<file path="src/ctmc_regs.vh">
// Register offsets, field positions, reset values and bus response codes for the compact timer mode and compare control.
`ifndef CTMC_REGS_VH
`define CTMC_REGS_VH
// ==========================================================================
// Register byte addresses.
`define CTMC_ADDR_CTRL0      8'h00
`define CTMC_ADDR_CTRL1      8'h04
`define CTMC_ADDR_CNT_LO     8'h08
`define CTMC_ADDR_CNT_HI     8'h0C
`define CTMC_ADDR_CMPA_LO    8'h10
`define CTMC_ADDR_CMPA_HI    8'h14
`define CTMC_ADDR_FLAGS      8'h18
// ==========================================================================
// Field positions in the timer control register.
`define CTMC_C0_ON           3
`define CTMC_C0_PER_HI       2
`define CTMC_C0_PER_LO       0
// Field positions in the mode and output control register.
`define CTMC_C1_MODE_HI      7
`define CTMC_C1_MODE_LO      6
`define CTMC_C1_FUNC_HI      5
`define CTMC_C1_FUNC_LO      4
`define CTMC_C1_INIT         3
`define CTMC_C1_INV          2
`define CTMC_C1_SWAP         1
`define CTMC_C1_CLRSEL       0
// Flag register bits, write one to clear.
`define CTMC_FLAG_CMPA       0
`define CTMC_FLAG_PER        1
// ==========================================================================
// Modes and output functions.
`define CTMC_MODE_CMP        2'h0
`define CTMC_MODE_PWM        2'h2
`define CTMC_MODE_TMR        2'h3
`define CTMC_FN_NONE         2'h0
`define CTMC_FN_LOW          2'h1
`define CTMC_FN_HIGH         2'h2
`define CTMC_FN_TOGGLE       2'h3
// ==========================================================================
// Reset values, counter limits and bus response codes.
`define CTMC_RESET_BYTE      8'h00
`define CTMC_CNT_MAX         10'h3FF
`define CTMC_AXI_OKAY        2'h0
`define CTMC_AXI_SLVERR      2'h2
`endif

</file>
<file path="src/ctmc_timer.v">
// Compact 10-bit timer with mode, output and compare control behind an AXI4-Lite slave.
`timescale 1ns/1ps
`include "ctmc_regs.vh"
module ctmc_timer (
  input  wire        aclk,
  input  wire        aresetn,
  input  wire        cnt_tick,
  input  wire [7:0]  s_axi_awaddr,
  input  wire        s_axi_awvalid,
  output reg         s_axi_awready,
  input  wire [31:0] s_axi_wdata,
  input  wire [3:0]  s_axi_wstrb,
  input  wire        s_axi_wvalid,
  output reg         s_axi_wready,
  output reg  [1:0]  s_axi_bresp,
  output reg         s_axi_bvalid,
  input  wire        s_axi_bready,
  input  wire [7:0]  s_axi_araddr,
  input  wire        s_axi_arvalid,
  output reg         s_axi_arready,
  output reg  [31:0] s_axi_rdata,
  output reg  [1:0]  s_axi_rresp,
  output reg         s_axi_rvalid,
  input  wire        s_axi_rready,
  output reg         timer_output_pin,
  output reg         timer_output_pin_oe,
  output reg         compare_a_flag,
  output reg         period_match_flag
);
  // ========================================================================
  // Register state.
  reg  [7:0] timer_ctrl0;
  reg  [7:0] timer_mode_output_ctrl;
  reg  [9:0] counter;
  reg  [9:0] compare_a_value;
  reg  [7:0] wr_buffer;
  reg  [7:0] rd_buffer;
  reg        pin_level;
  reg        pwm_level;
  reg        on_d;
  reg        aw_held;
  reg        w_held;
  reg  [7:0] aw_addr;
  reg  [31:0] w_data;
  reg  [3:0] w_strb;

  wire [1:0] mode          = timer_mode_output_ctrl[`CTMC_C1_MODE_HI:`CTMC_C1_MODE_LO];
  wire [1:0] func          = timer_mode_output_ctrl[`CTMC_C1_FUNC_HI:`CTMC_C1_FUNC_LO];
  wire       init_level    = timer_mode_output_ctrl[`CTMC_C1_INIT];
  wire       invert        = timer_mode_output_ctrl[`CTMC_C1_INV];
  wire       swap          = timer_mode_output_ctrl[`CTMC_C1_SWAP];
  wire       clr_sel       = timer_mode_output_ctrl[`CTMC_C1_CLRSEL];
  wire [2:0] period_compare_field = timer_ctrl0[`CTMC_C0_PER_HI:`CTMC_C0_PER_LO];
  wire       timer_on      = timer_ctrl0[`CTMC_C0_ON];
  wire       on_rise       = timer_on & ~on_d;

  // ========================================================================
  // Comparators and clear selection.
  wire       run           = timer_on & cnt_tick;
  wire       per_zero      = (period_compare_field == 3'h0);
  wire       a_zero        = (compare_a_value == 10'h000);
  wire       at_max        = (counter == `CTMC_CNT_MAX);
  // Period match on the last count before the top three counter bits reach the field, or overflow for code zero.
  wire       per_hit       = per_zero ? at_max :
                             (counter[9:7] == period_compare_field - 3'h1) && (counter[6:0] == 7'h7F);
  wire       a_hit         = ~a_zero && (counter == compare_a_value - 10'h001);
  reg        clear_cnt;
  reg        per_flag_en;
  reg        a_flag_en;
  always @* begin
    if (mode == `CTMC_MODE_PWM) begin
      clear_cnt   = swap ? (a_hit | (a_zero & at_max)) : per_hit;
      per_flag_en = 1'b1;
      a_flag_en   = 1'b1;
    end else if (clr_sel) begin
      clear_cnt   = a_hit | (a_zero & at_max);
      per_flag_en = 1'b0;
      a_flag_en   = 1'b1;
    end else begin
      clear_cnt   = per_hit;
      per_flag_en = 1'b1;
      a_flag_en   = 1'b1;
    end
  end

  // ========================================================================
  // PWM duty compare; counter reaching duty ends the active phase.
  wire [9:0] duty_value = swap ? {period_compare_field, 7'h00} : compare_a_value;
  wire       pwm_active = (swap && per_zero) ? 1'b1 : (counter < duty_value);

  // ========================================================================
  // Byte access decode.
  wire       w_fire   = aw_held & w_held & ~s_axi_bvalid;
  wire       wr_lane  = w_strb[0];
  wire       wr_ctrl0 = w_fire & wr_lane & (aw_addr == `CTMC_ADDR_CTRL0);
  wire       wr_cmpa_hi = w_fire & wr_lane & (aw_addr == `CTMC_ADDR_CMPA_HI);

  // ========================================================================
  // Counter, flags and output pin.
  always @(posedge aclk) begin
    if (!aresetn) begin
      counter           <= 10'h000;
      on_d              <= 1'b0;
      compare_a_flag    <= 1'b0;
      period_match_flag <= 1'b0;
      pin_level         <= 1'b0;
      pwm_level         <= 1'b0;
    end else begin
      on_d <= timer_on;
      if (on_rise) begin
        counter   <= 10'h000;
        pin_level <= init_level;
      end else if (run) begin
        if (clear_cnt)
          counter <= 10'h000;
        else
          counter <= counter + 10'h001;
        // Output change on compare-A only; period match leaves the pin.
        if (a_hit && a_flag_en && mode == `CTMC_MODE_CMP) begin
          case (func)
            `CTMC_FN_LOW:    pin_level <= 1'b0;
            `CTMC_FN_HIGH:   pin_level <= 1'b1;
            `CTMC_FN_TOGGLE: pin_level <= ~pin_level;
            default:         pin_level <= pin_level;
          endcase
        end
      end
      // The PWM level follows the settled count every cycle.
      pwm_level <= pwm_active;
      // Hardware set wins over a software clear in the same cycle.
      if (run && a_hit && a_flag_en)
        compare_a_flag <= 1'b1;
      else if (w_fire && aw_addr == `CTMC_ADDR_FLAGS && wr_lane && w_data[`CTMC_FLAG_CMPA])
        compare_a_flag <= 1'b0;
      if (run && per_hit && per_flag_en)
        period_match_flag <= 1'b1;
      else if (w_fire && aw_addr == `CTMC_ADDR_FLAGS && wr_lane && w_data[`CTMC_FLAG_PER])
        period_match_flag <= 1'b0;
    end
  end

  // Pin drive by mode, registered straight onto the port.
  reg next_pin;
  reg next_oe;
  always @* begin
    next_pin = 1'b0;
    next_oe  = 1'b0;
    case (mode)
      `CTMC_MODE_CMP: begin
        next_pin = pin_level ^ invert;
        next_oe  = 1'b1;
      end
      `CTMC_MODE_PWM: begin
        case (func)
          `CTMC_FN_NONE: next_pin = ~init_level;
          `CTMC_FN_LOW:  next_pin = init_level;
          `CTMC_FN_HIGH: next_pin = pwm_level ? init_level : ~init_level;
          default:       next_pin = ~init_level;
        endcase
        next_pin = next_pin ^ invert;
        next_oe  = 1'b1;
      end
      default: begin
        next_pin = 1'b0;
        next_oe  = 1'b0;
      end
    endcase
  end

  always @(posedge aclk) begin
    if (!aresetn) begin
      timer_output_pin    <= 1'b0;
      timer_output_pin_oe <= 1'b0;
    end else begin
      timer_output_pin    <= next_pin;
      timer_output_pin_oe <= next_oe;
    end
  end

  // ========================================================================
  // AXI4-Lite write channel.
  always @(posedge aclk) begin
    if (!aresetn) begin
      s_axi_awready          <= 1'b0;
      s_axi_wready           <= 1'b0;
      s_axi_bvalid           <= 1'b0;
      s_axi_bresp            <= `CTMC_AXI_OKAY;
      aw_held                <= 1'b0;
      w_held                 <= 1'b0;
      aw_addr                <= 8'h00;
      w_data                 <= 32'h0000_0000;
      w_strb                 <= 4'h0;
      timer_ctrl0            <= `CTMC_RESET_BYTE;
      timer_mode_output_ctrl <= `CTMC_RESET_BYTE;
      compare_a_value        <= 10'h000;
      wr_buffer              <= `CTMC_RESET_BYTE;
    end else begin
      s_axi_awready <= ~aw_held & ~s_axi_awready & ~s_axi_bvalid & s_axi_awvalid;
      s_axi_wready  <= ~w_held & ~s_axi_wready & ~s_axi_bvalid & s_axi_wvalid;
      if (s_axi_awvalid && s_axi_awready) begin
        aw_held <= 1'b1;
        aw_addr <= s_axi_awaddr;
      end
      if (s_axi_wvalid && s_axi_wready) begin
        w_held <= 1'b1;
        w_data <= s_axi_wdata;
        w_strb <= s_axi_wstrb;
      end
      if (w_fire) begin
        aw_held      <= 1'b0;
        w_held       <= 1'b0;
        s_axi_bvalid <= 1'b1;
        s_axi_bresp  <= (aw_addr > `CTMC_ADDR_FLAGS || aw_addr[1:0] != 2'h0) ? `CTMC_AXI_SLVERR : `CTMC_AXI_OKAY;
        if (wr_ctrl0)
          timer_ctrl0 <= w_data[7:0];
        if (wr_lane && aw_addr == `CTMC_ADDR_CTRL1)
          timer_mode_output_ctrl <= w_data[7:0];
        if (wr_lane && aw_addr == `CTMC_ADDR_CMPA_LO)
          wr_buffer <= w_data[7:0];
        if (wr_cmpa_hi)
          compare_a_value <= {w_data[1:0], wr_buffer};
      end else if (s_axi_bvalid && s_axi_bready) begin
        s_axi_bvalid <= 1'b0;
      end
    end
  end

  // ========================================================================
  // AXI4-Lite read channel.
  reg [7:0] rd_byte;
  always @* begin
    case (s_axi_araddr)
      `CTMC_ADDR_CTRL0:   rd_byte = timer_ctrl0;
      `CTMC_ADDR_CTRL1:   rd_byte = timer_mode_output_ctrl;
      `CTMC_ADDR_CNT_LO:  rd_byte = rd_buffer;
      `CTMC_ADDR_CNT_HI:  rd_byte = {6'h00, counter[9:8]};
      `CTMC_ADDR_CMPA_LO: rd_byte = rd_buffer;
      `CTMC_ADDR_CMPA_HI: rd_byte = {6'h00, compare_a_value[9:8]};
      `CTMC_ADDR_FLAGS:   rd_byte = {6'h00, period_match_flag, compare_a_flag};
      default:            rd_byte = 8'h00;
    endcase
  end
  wire rd_map = (s_axi_araddr <= `CTMC_ADDR_FLAGS) && (s_axi_araddr[1:0] == 2'h0);

  always @(posedge aclk) begin
    if (!aresetn) begin
      s_axi_arready <= 1'b0;
      s_axi_rvalid  <= 1'b0;
      s_axi_rdata   <= 32'h0000_0000;
      s_axi_rresp   <= `CTMC_AXI_OKAY;
      rd_buffer     <= `CTMC_RESET_BYTE;
    end else begin
      s_axi_arready <= s_axi_arvalid & ~s_axi_arready & ~s_axi_rvalid;
      if (s_axi_arvalid && s_axi_arready) begin
        s_axi_rvalid <= 1'b1;
        s_axi_rdata  <= {24'h000000, rd_byte};
        s_axi_rresp  <= rd_map ? `CTMC_AXI_OKAY : `CTMC_AXI_SLVERR;
        if (s_axi_araddr == `CTMC_ADDR_CNT_HI)
          rd_buffer <= counter[7:0];
        if (s_axi_araddr == `CTMC_ADDR_CMPA_HI)
          rd_buffer <= compare_a_value[7:0];
      end else if (s_axi_rvalid && s_axi_rready) begin
        s_axi_rvalid <= 1'b0;
      end
    end
  end
endmodule // ctmc_timer

</file>
<file path="config.mk">
export PLATFORM = sky130hd
export DESIGN_NAME = ctmc_timer
export DESIGN_NICKNAME = d
export VERILOG_FILES = /design/src/ctmc_timer.v
export VERILOG_INCLUDE_DIRS = /design/src
export SDC_FILE = /design/constraint.sdc
export NUM_CORES = 1
export LEC_CHECK = 0
export BUFFER_PORTS_ARGS = -buffer_cell sky130_fd_sc_hd__buf_2
export CAP_MARGIN = 25
export CELL_PAD_IN_SITES_DETAIL_PLACEMENT = 1
export CELL_PAD_IN_SITES_GLOBAL_PLACEMENT = 2
export CORE_UTILIZATION = 35
export DETAILED_ROUTE_END_ITERATION = 16
export GPL_ROUTABILITY_DRIVEN = 0
export HOLD_SLACK_MARGIN = 0.06
export MAX_ROUTING_LAYER = met4
export PLACE_DENSITY_LB_ADDON = 0.1
export RECOVER_POWER = 25
export SETUP_SLACK_MARGIN = 0.4
export SYNTH_ARGS = -nofsm -noshare
export SYNTH_HDL_FRONTEND = slang
export SYNTH_SLANG_ARGS = --single-unit
</file>
<file path="constraint.sdc">
create_clock -name aclk -period 3.8 [get_ports aclk]
set_input_delay 0.76 -clock aclk [delete_from_list [all_inputs] [get_ports aclk]]
set_output_delay 0.76 -clock aclk [all_outputs]
set_load 0.05 [all_outputs]
</file>
* Word-level counts from Yosys, hierarchy flattened
Index checks and enable logic that the tools add are counted.
** Storage, ports and cells
- Bits of input ports :: 60
- Bits in registers :: 95
** Operators by class
- $add $sub $neg :: 3
- Reduce and logical (&&, ||, !) cells :: 45
- Mux-type cells :: 31
- Eq/ne operators :: 18
- $lt $le $gt $ge :: 3
- Bitwise logic cells :: 31
** Operator list (count)
- 8-bit by 5-bit equality test with 1-bit output (second input constant) :: 6
- 8-bit one-hot mux with 6 select lines :: 1
- 1-bit 2-to-1 mux :: 21
- 10-bit 2-to-1 mux :: 2
- 1-bit logical AND :: 19
- 1-bit AND :: 16
- 8-bit by 3-bit equality test with 1-bit output (second input constant) :: 2
- 8-bit by 4-bit equality test with 1-bit output (second input constant) :: 2
- 8-bit logical NOT :: 2
- 8-bit 2-to-1 mux :: 2
- 2-bit nonzero test :: 8
- 1-bit inverter :: 12
- 10-bit by 1-bit adder with 10-bit output (second input constant) :: 1
- 10-bit equality test :: 1
- 10-bit equality test (second input constant) :: 1
- 10-bit logical NOT :: 1
- 10-bit < comparator :: 1
- 2-bit AND reduction :: 5
- 10-bit by 1-bit subtractor with 10-bit output (second input constant) :: 1
- 8-bit by 5-bit > comparator with 1-bit output (second input constant) :: 1
- 8-bit by 5-bit less-or-equal comparator with 1-bit output (second input constant) :: 1
- 2-bit OR reduction :: 4
- 7-bit equality test (second input constant) :: 1
- 2-bit equality test (second input constant) :: 3
- 13 further kinds :: 17

* Logic depth before layout (Yosys ltp)
- Depth in word-level cells :: 7
- Depth in mapped cells :: 8
- Depth with buffers taken out :: 8

* Least setup slack after synthesis
OpenSTA, ideal clock, no wires.
- Path type :: in2reg
- Start :: input s_axi_araddr[0]
- End :: register rd_buffer[5]
- Stages on the path :: 8
- Path slack :: 1096 ps
- Arrival :: 2589 ps
- Cells stage by stage :: or4_4 or3b_4 or3_1 buf_4 buf_8 nand2_1 o21ai_1 and2_1
** Between the ends
- Longest elaborated chain between the ends :: 3
- Elaborated cells between the ends (all ways) :: 5
- Those cells by class :: eq/ne (2); mux (1); reduce/logical (2)
** Ends and longest elaborated chain
- from (decl) :: RTL line ctmc_timer.v:18 : input wire [7:0] s_axi_araddr,
- 8-bit by 4-bit equality test with 1-bit output / 8-bit by 5-bit equality test with 1-bit output (equally long branches)
- 2-bit nonzero test (no line)
- 2-bit AND reduction (no line)
- to (signal assigned) :: RTL line ctmc_timer.v:251 : rd_buffer <= `CTMC_RESET_BYTE;
- to (signal assigned) :: RTL line ctmc_timer.v:259 : rd_buffer <= counter[7:0];
- to (signal assigned) :: RTL line ctmc_timer.v:261 : rd_buffer <= compare_a_value[7:0];
- to (decl) :: RTL line ctmc_timer.v:37 : reg [7:0] rd_buffer;
Parallel ways exist; a longest one is shown, timed or not.
A chain may end at the register's enable or synchronous reset.

==> results_dict.tcl <==
set metrics [dict create \
    dr_total_vias 3989 \
    cts_tree "done" \
    worstPathMaxFanout 50 \
    post_cts_buffers 0 \
    layout_commonest_cell "dfxtp_1" \
    worstSkewPairLatency_ps 350 \
    switching_share 0.262 \
    synth-async-reset-ratio 0 \
    synth_edf_count 0 \
    min_from "s_axi_rvalid$_SDFFE_PN0P_" \
    ctsHoldBuffers 0 \
    syn2layout_area_growth_pct 8.93 \
    fin_ws_ps 981 \
    worst_slew_pin_slew_ps 1570 \
    routed_via_density 5.16 \
    final_nets 670 \
    core_area_um2 13500 \
    ys_seq_elements 93 \
    r2r_slack_ps 1190 \
    rows 42 \
    antenna_found_initial 0 \
    internal_power_w 0.00146 \
    seqPwrFrac 0.506 \
    dp_hpwl_um 9670 \
    drive_above_1_share 0.111 \
    cp_data_arrival_time_ps 3110 \
    ys_warn_count 0 \
    syn_inst 564 \
    slew_headroom -0.0500 \
    startpoint_type "primary input" \
    hp-class "register to register" \
    violations "max-capacitance violations, max-slew violations" \
    finalHoldViolCount 0 \
    grt_overflow_total 0 \
    setup_viol_count_final 0 \
    hold_path_end "s_axi_arready$_SDFF_PN0_" \
    routedWlPerCell_um 16.8 \
    yosysUniqueCellTypes 69 \
    cts.htree.levels 3 \
    clockBufferDepth 2 \
    power.switching_w 0.000517 \
    synth_flop_cell "dfxtp_1" \
    drv_cap 1 \
    finClkSkew_ps 6.26 \
    layout_common_cells "dfxtp_1, nand2_1, nor2_1, buf_2, a21oi_1" \
    fmax_mhz 355 \
    p_total_w 0.00197 \
    grt_pass1_wl_um 20800 \
    synthTopCellsByArea "dfxtp_1, mux2i_1, nand2_1" \
    r2r-start "compare_a_value[0]$_SDFFE_PN0P_" \
    whs_path_depth 1 \
    grt_max_degree 51 \
    crit_start "aresetn" \
    power.share.clock 0.420 \
    syn_area_per_cell_um2 8.69 \
    outcome "finished, violations left" \
    finish.utilization 0.397 \
    ir_drop_uv 270 \
    power_density_nw_per_um2 369 \
    die_w_um 120 \
    port_buffers 51 \
    p_comb_frac 0.074 \
    clock-root-buffer "clkbuf_16" \
    dp_slack_ps 641 \
    yosysSeqAreaShare 0.380 \
    r2r_end "counter[5]$_SDFFE_PP0P_" \
    dr.pass1.iters 6 \
    routed_wl_um 13000 \
    cts_inserted_buffers 9 \
    cts_sinks 93 \
    setup_tns_ps 0 \
    die_h_um 120 \
    endpoint_kind "register" \
    yosysTopAreaCell "dfxtp_1" \
    drtIter0Drc 199 \
    cts_resized 0 \
    synth.top_cell.area_share 0.380 \
    start_util 0.364 \
    path_clk_slew_ps 70 \
    ios 105 \
    diodes 0 \
    slew_viol_final 51 \
    min_period_ps 2820 \
    grt_pass1_vias 3965 \
    power.leakage_nw 2.15 \
    critPathKind "primary input to register" \
    finalCritPeriodShare 0.742 \
    grt_usage 0.192 \
    synth_area_um2 4900 \
    drc 0 \
    ant_nets 0 \
    reg2reg_depth 8 \
    critPathRequiredTime_ps 4090 \
    rsz0062_at_grt "false" \
    fill_cells 1687 \
    die_area_um2 14500 \
]
-- critical path: stages --
cell,delay (ps)
clkbuf_1,690
inv_1,980
a211oi_1,490
a32o_1,180
-- logic make-up (layout without fill, tap and decap cells) --
family | Yosys count | in the layout | share of synthesized area
buffers and inverters | 71 | 79 | 0.0911
muxes | 40 | 40 | 0.0819
other | 1 | 26 | 0.000765
AOI/OAI and AO/OA | 103 | 103 | 0.139
xor gates and xnor gates | 26 | 26 | 0.0523
and+or+nand+nor | 213 | 213 | 0.212
DFF | 93 | 93 | 0.380
adders and majority gates | 17 | 17 | 0.0434
-- synth_stat cells, types with 4 or more instances --
cell,n
inv_1,9
nand4_1,4
buf_6,6
mux2i_1,39
a21oi_1,42
nor4_1,4
nor3_1,7
nand3_1,22
and2_1,12
a222oi_1,6
ha_1,17
o21ai_0,11
o21ai_1,9
nand2b_1,13
nor3b_1,4
nor2_1,57
dfxtp_1,93
xnor2_1,11
buf_4,29
nand2_1,63
xor2_1,13
or3_1,4
nor2b_1,4
clkbuf_1,18
a2bb2oi_1,6
-- sequential cells by signal, summed over array words and instances, names as in the netlist, 8 cells and up --
signal                  cells
counter                    10
s_axi_rdata                 8
aw_addr                     8
timer_ctrl0                 8
w_data                      8
timer_mode_output_ctrl      8
rd_buffer                   8
wr_buffer                   8
compare_a_value            10
-- metal layers --
metal,track usage,wire [µm],vias to the layer above
met5,-,0,-
met4,0.0671,273,0
met3,0.0354,513,15
met2,0.313,6150,90
met1,0.238,6040,1900
li1,-,-,1984
-- metrics by stage --
step	std cells	cell area (µm²)	hold WS, ps
final	773	5340	453
after global routing	773	5340	474
after detailed placement	758	5080	443
after global placement	758	5080	437
after CTS	773	5350	451
after floorplan	589	5000	415
-- power by group through the flow --
stage                     registers (W)  logic, W  clock network [W]
after floorplan                 0.00103  0.000121                  0
after detailed placement        0.00102  0.000147                  0
after global routing           0.000999  0.000157           0.000894
final                          0.000998  0.000145           0.000829
after CTS                      0.000998  0.000147           0.000858
after global placement          0.00102  0.000145                  0
-- layout make-up --
cell class              count  area [µm²]  share of cell area
flip-flops and latches     93        1860               0.349
clock inverters             5        36.3             0.00679
well taps                 176         220              0.0412
repair buffers             54         268              0.0501
clock buffers              10         229              0.0429
multi-input cells         425        2690               0.503
inverters                  10        37.5             0.00703
-- how the worst max path moves through the flow --
| stage | to | slack [ps] | cells after the start |
|---|---|---|---|
| after floorplan | rd_buffer[5]$_SDFFE_PN0P_ | 1100 | 8 |
| after global placement | rd_buffer[2]$_SDFFE_PN0P_ | 660 | 7 |
| after detailed placement | rd_buffer[2]$_SDFFE_PN0P_ | 640 | 7 |
| after CTS | rd_buffer[2]$_SDFFE_PN0P_ | 1000 | 7 |
| after global routing | pwm_level$_SDFF_PN0_ | 680 | 4 |
| final | pwm_level$_SDFF_PN0_ | 980 | 4 |
No activity file was read; power rests on OpenSTA's default activity.
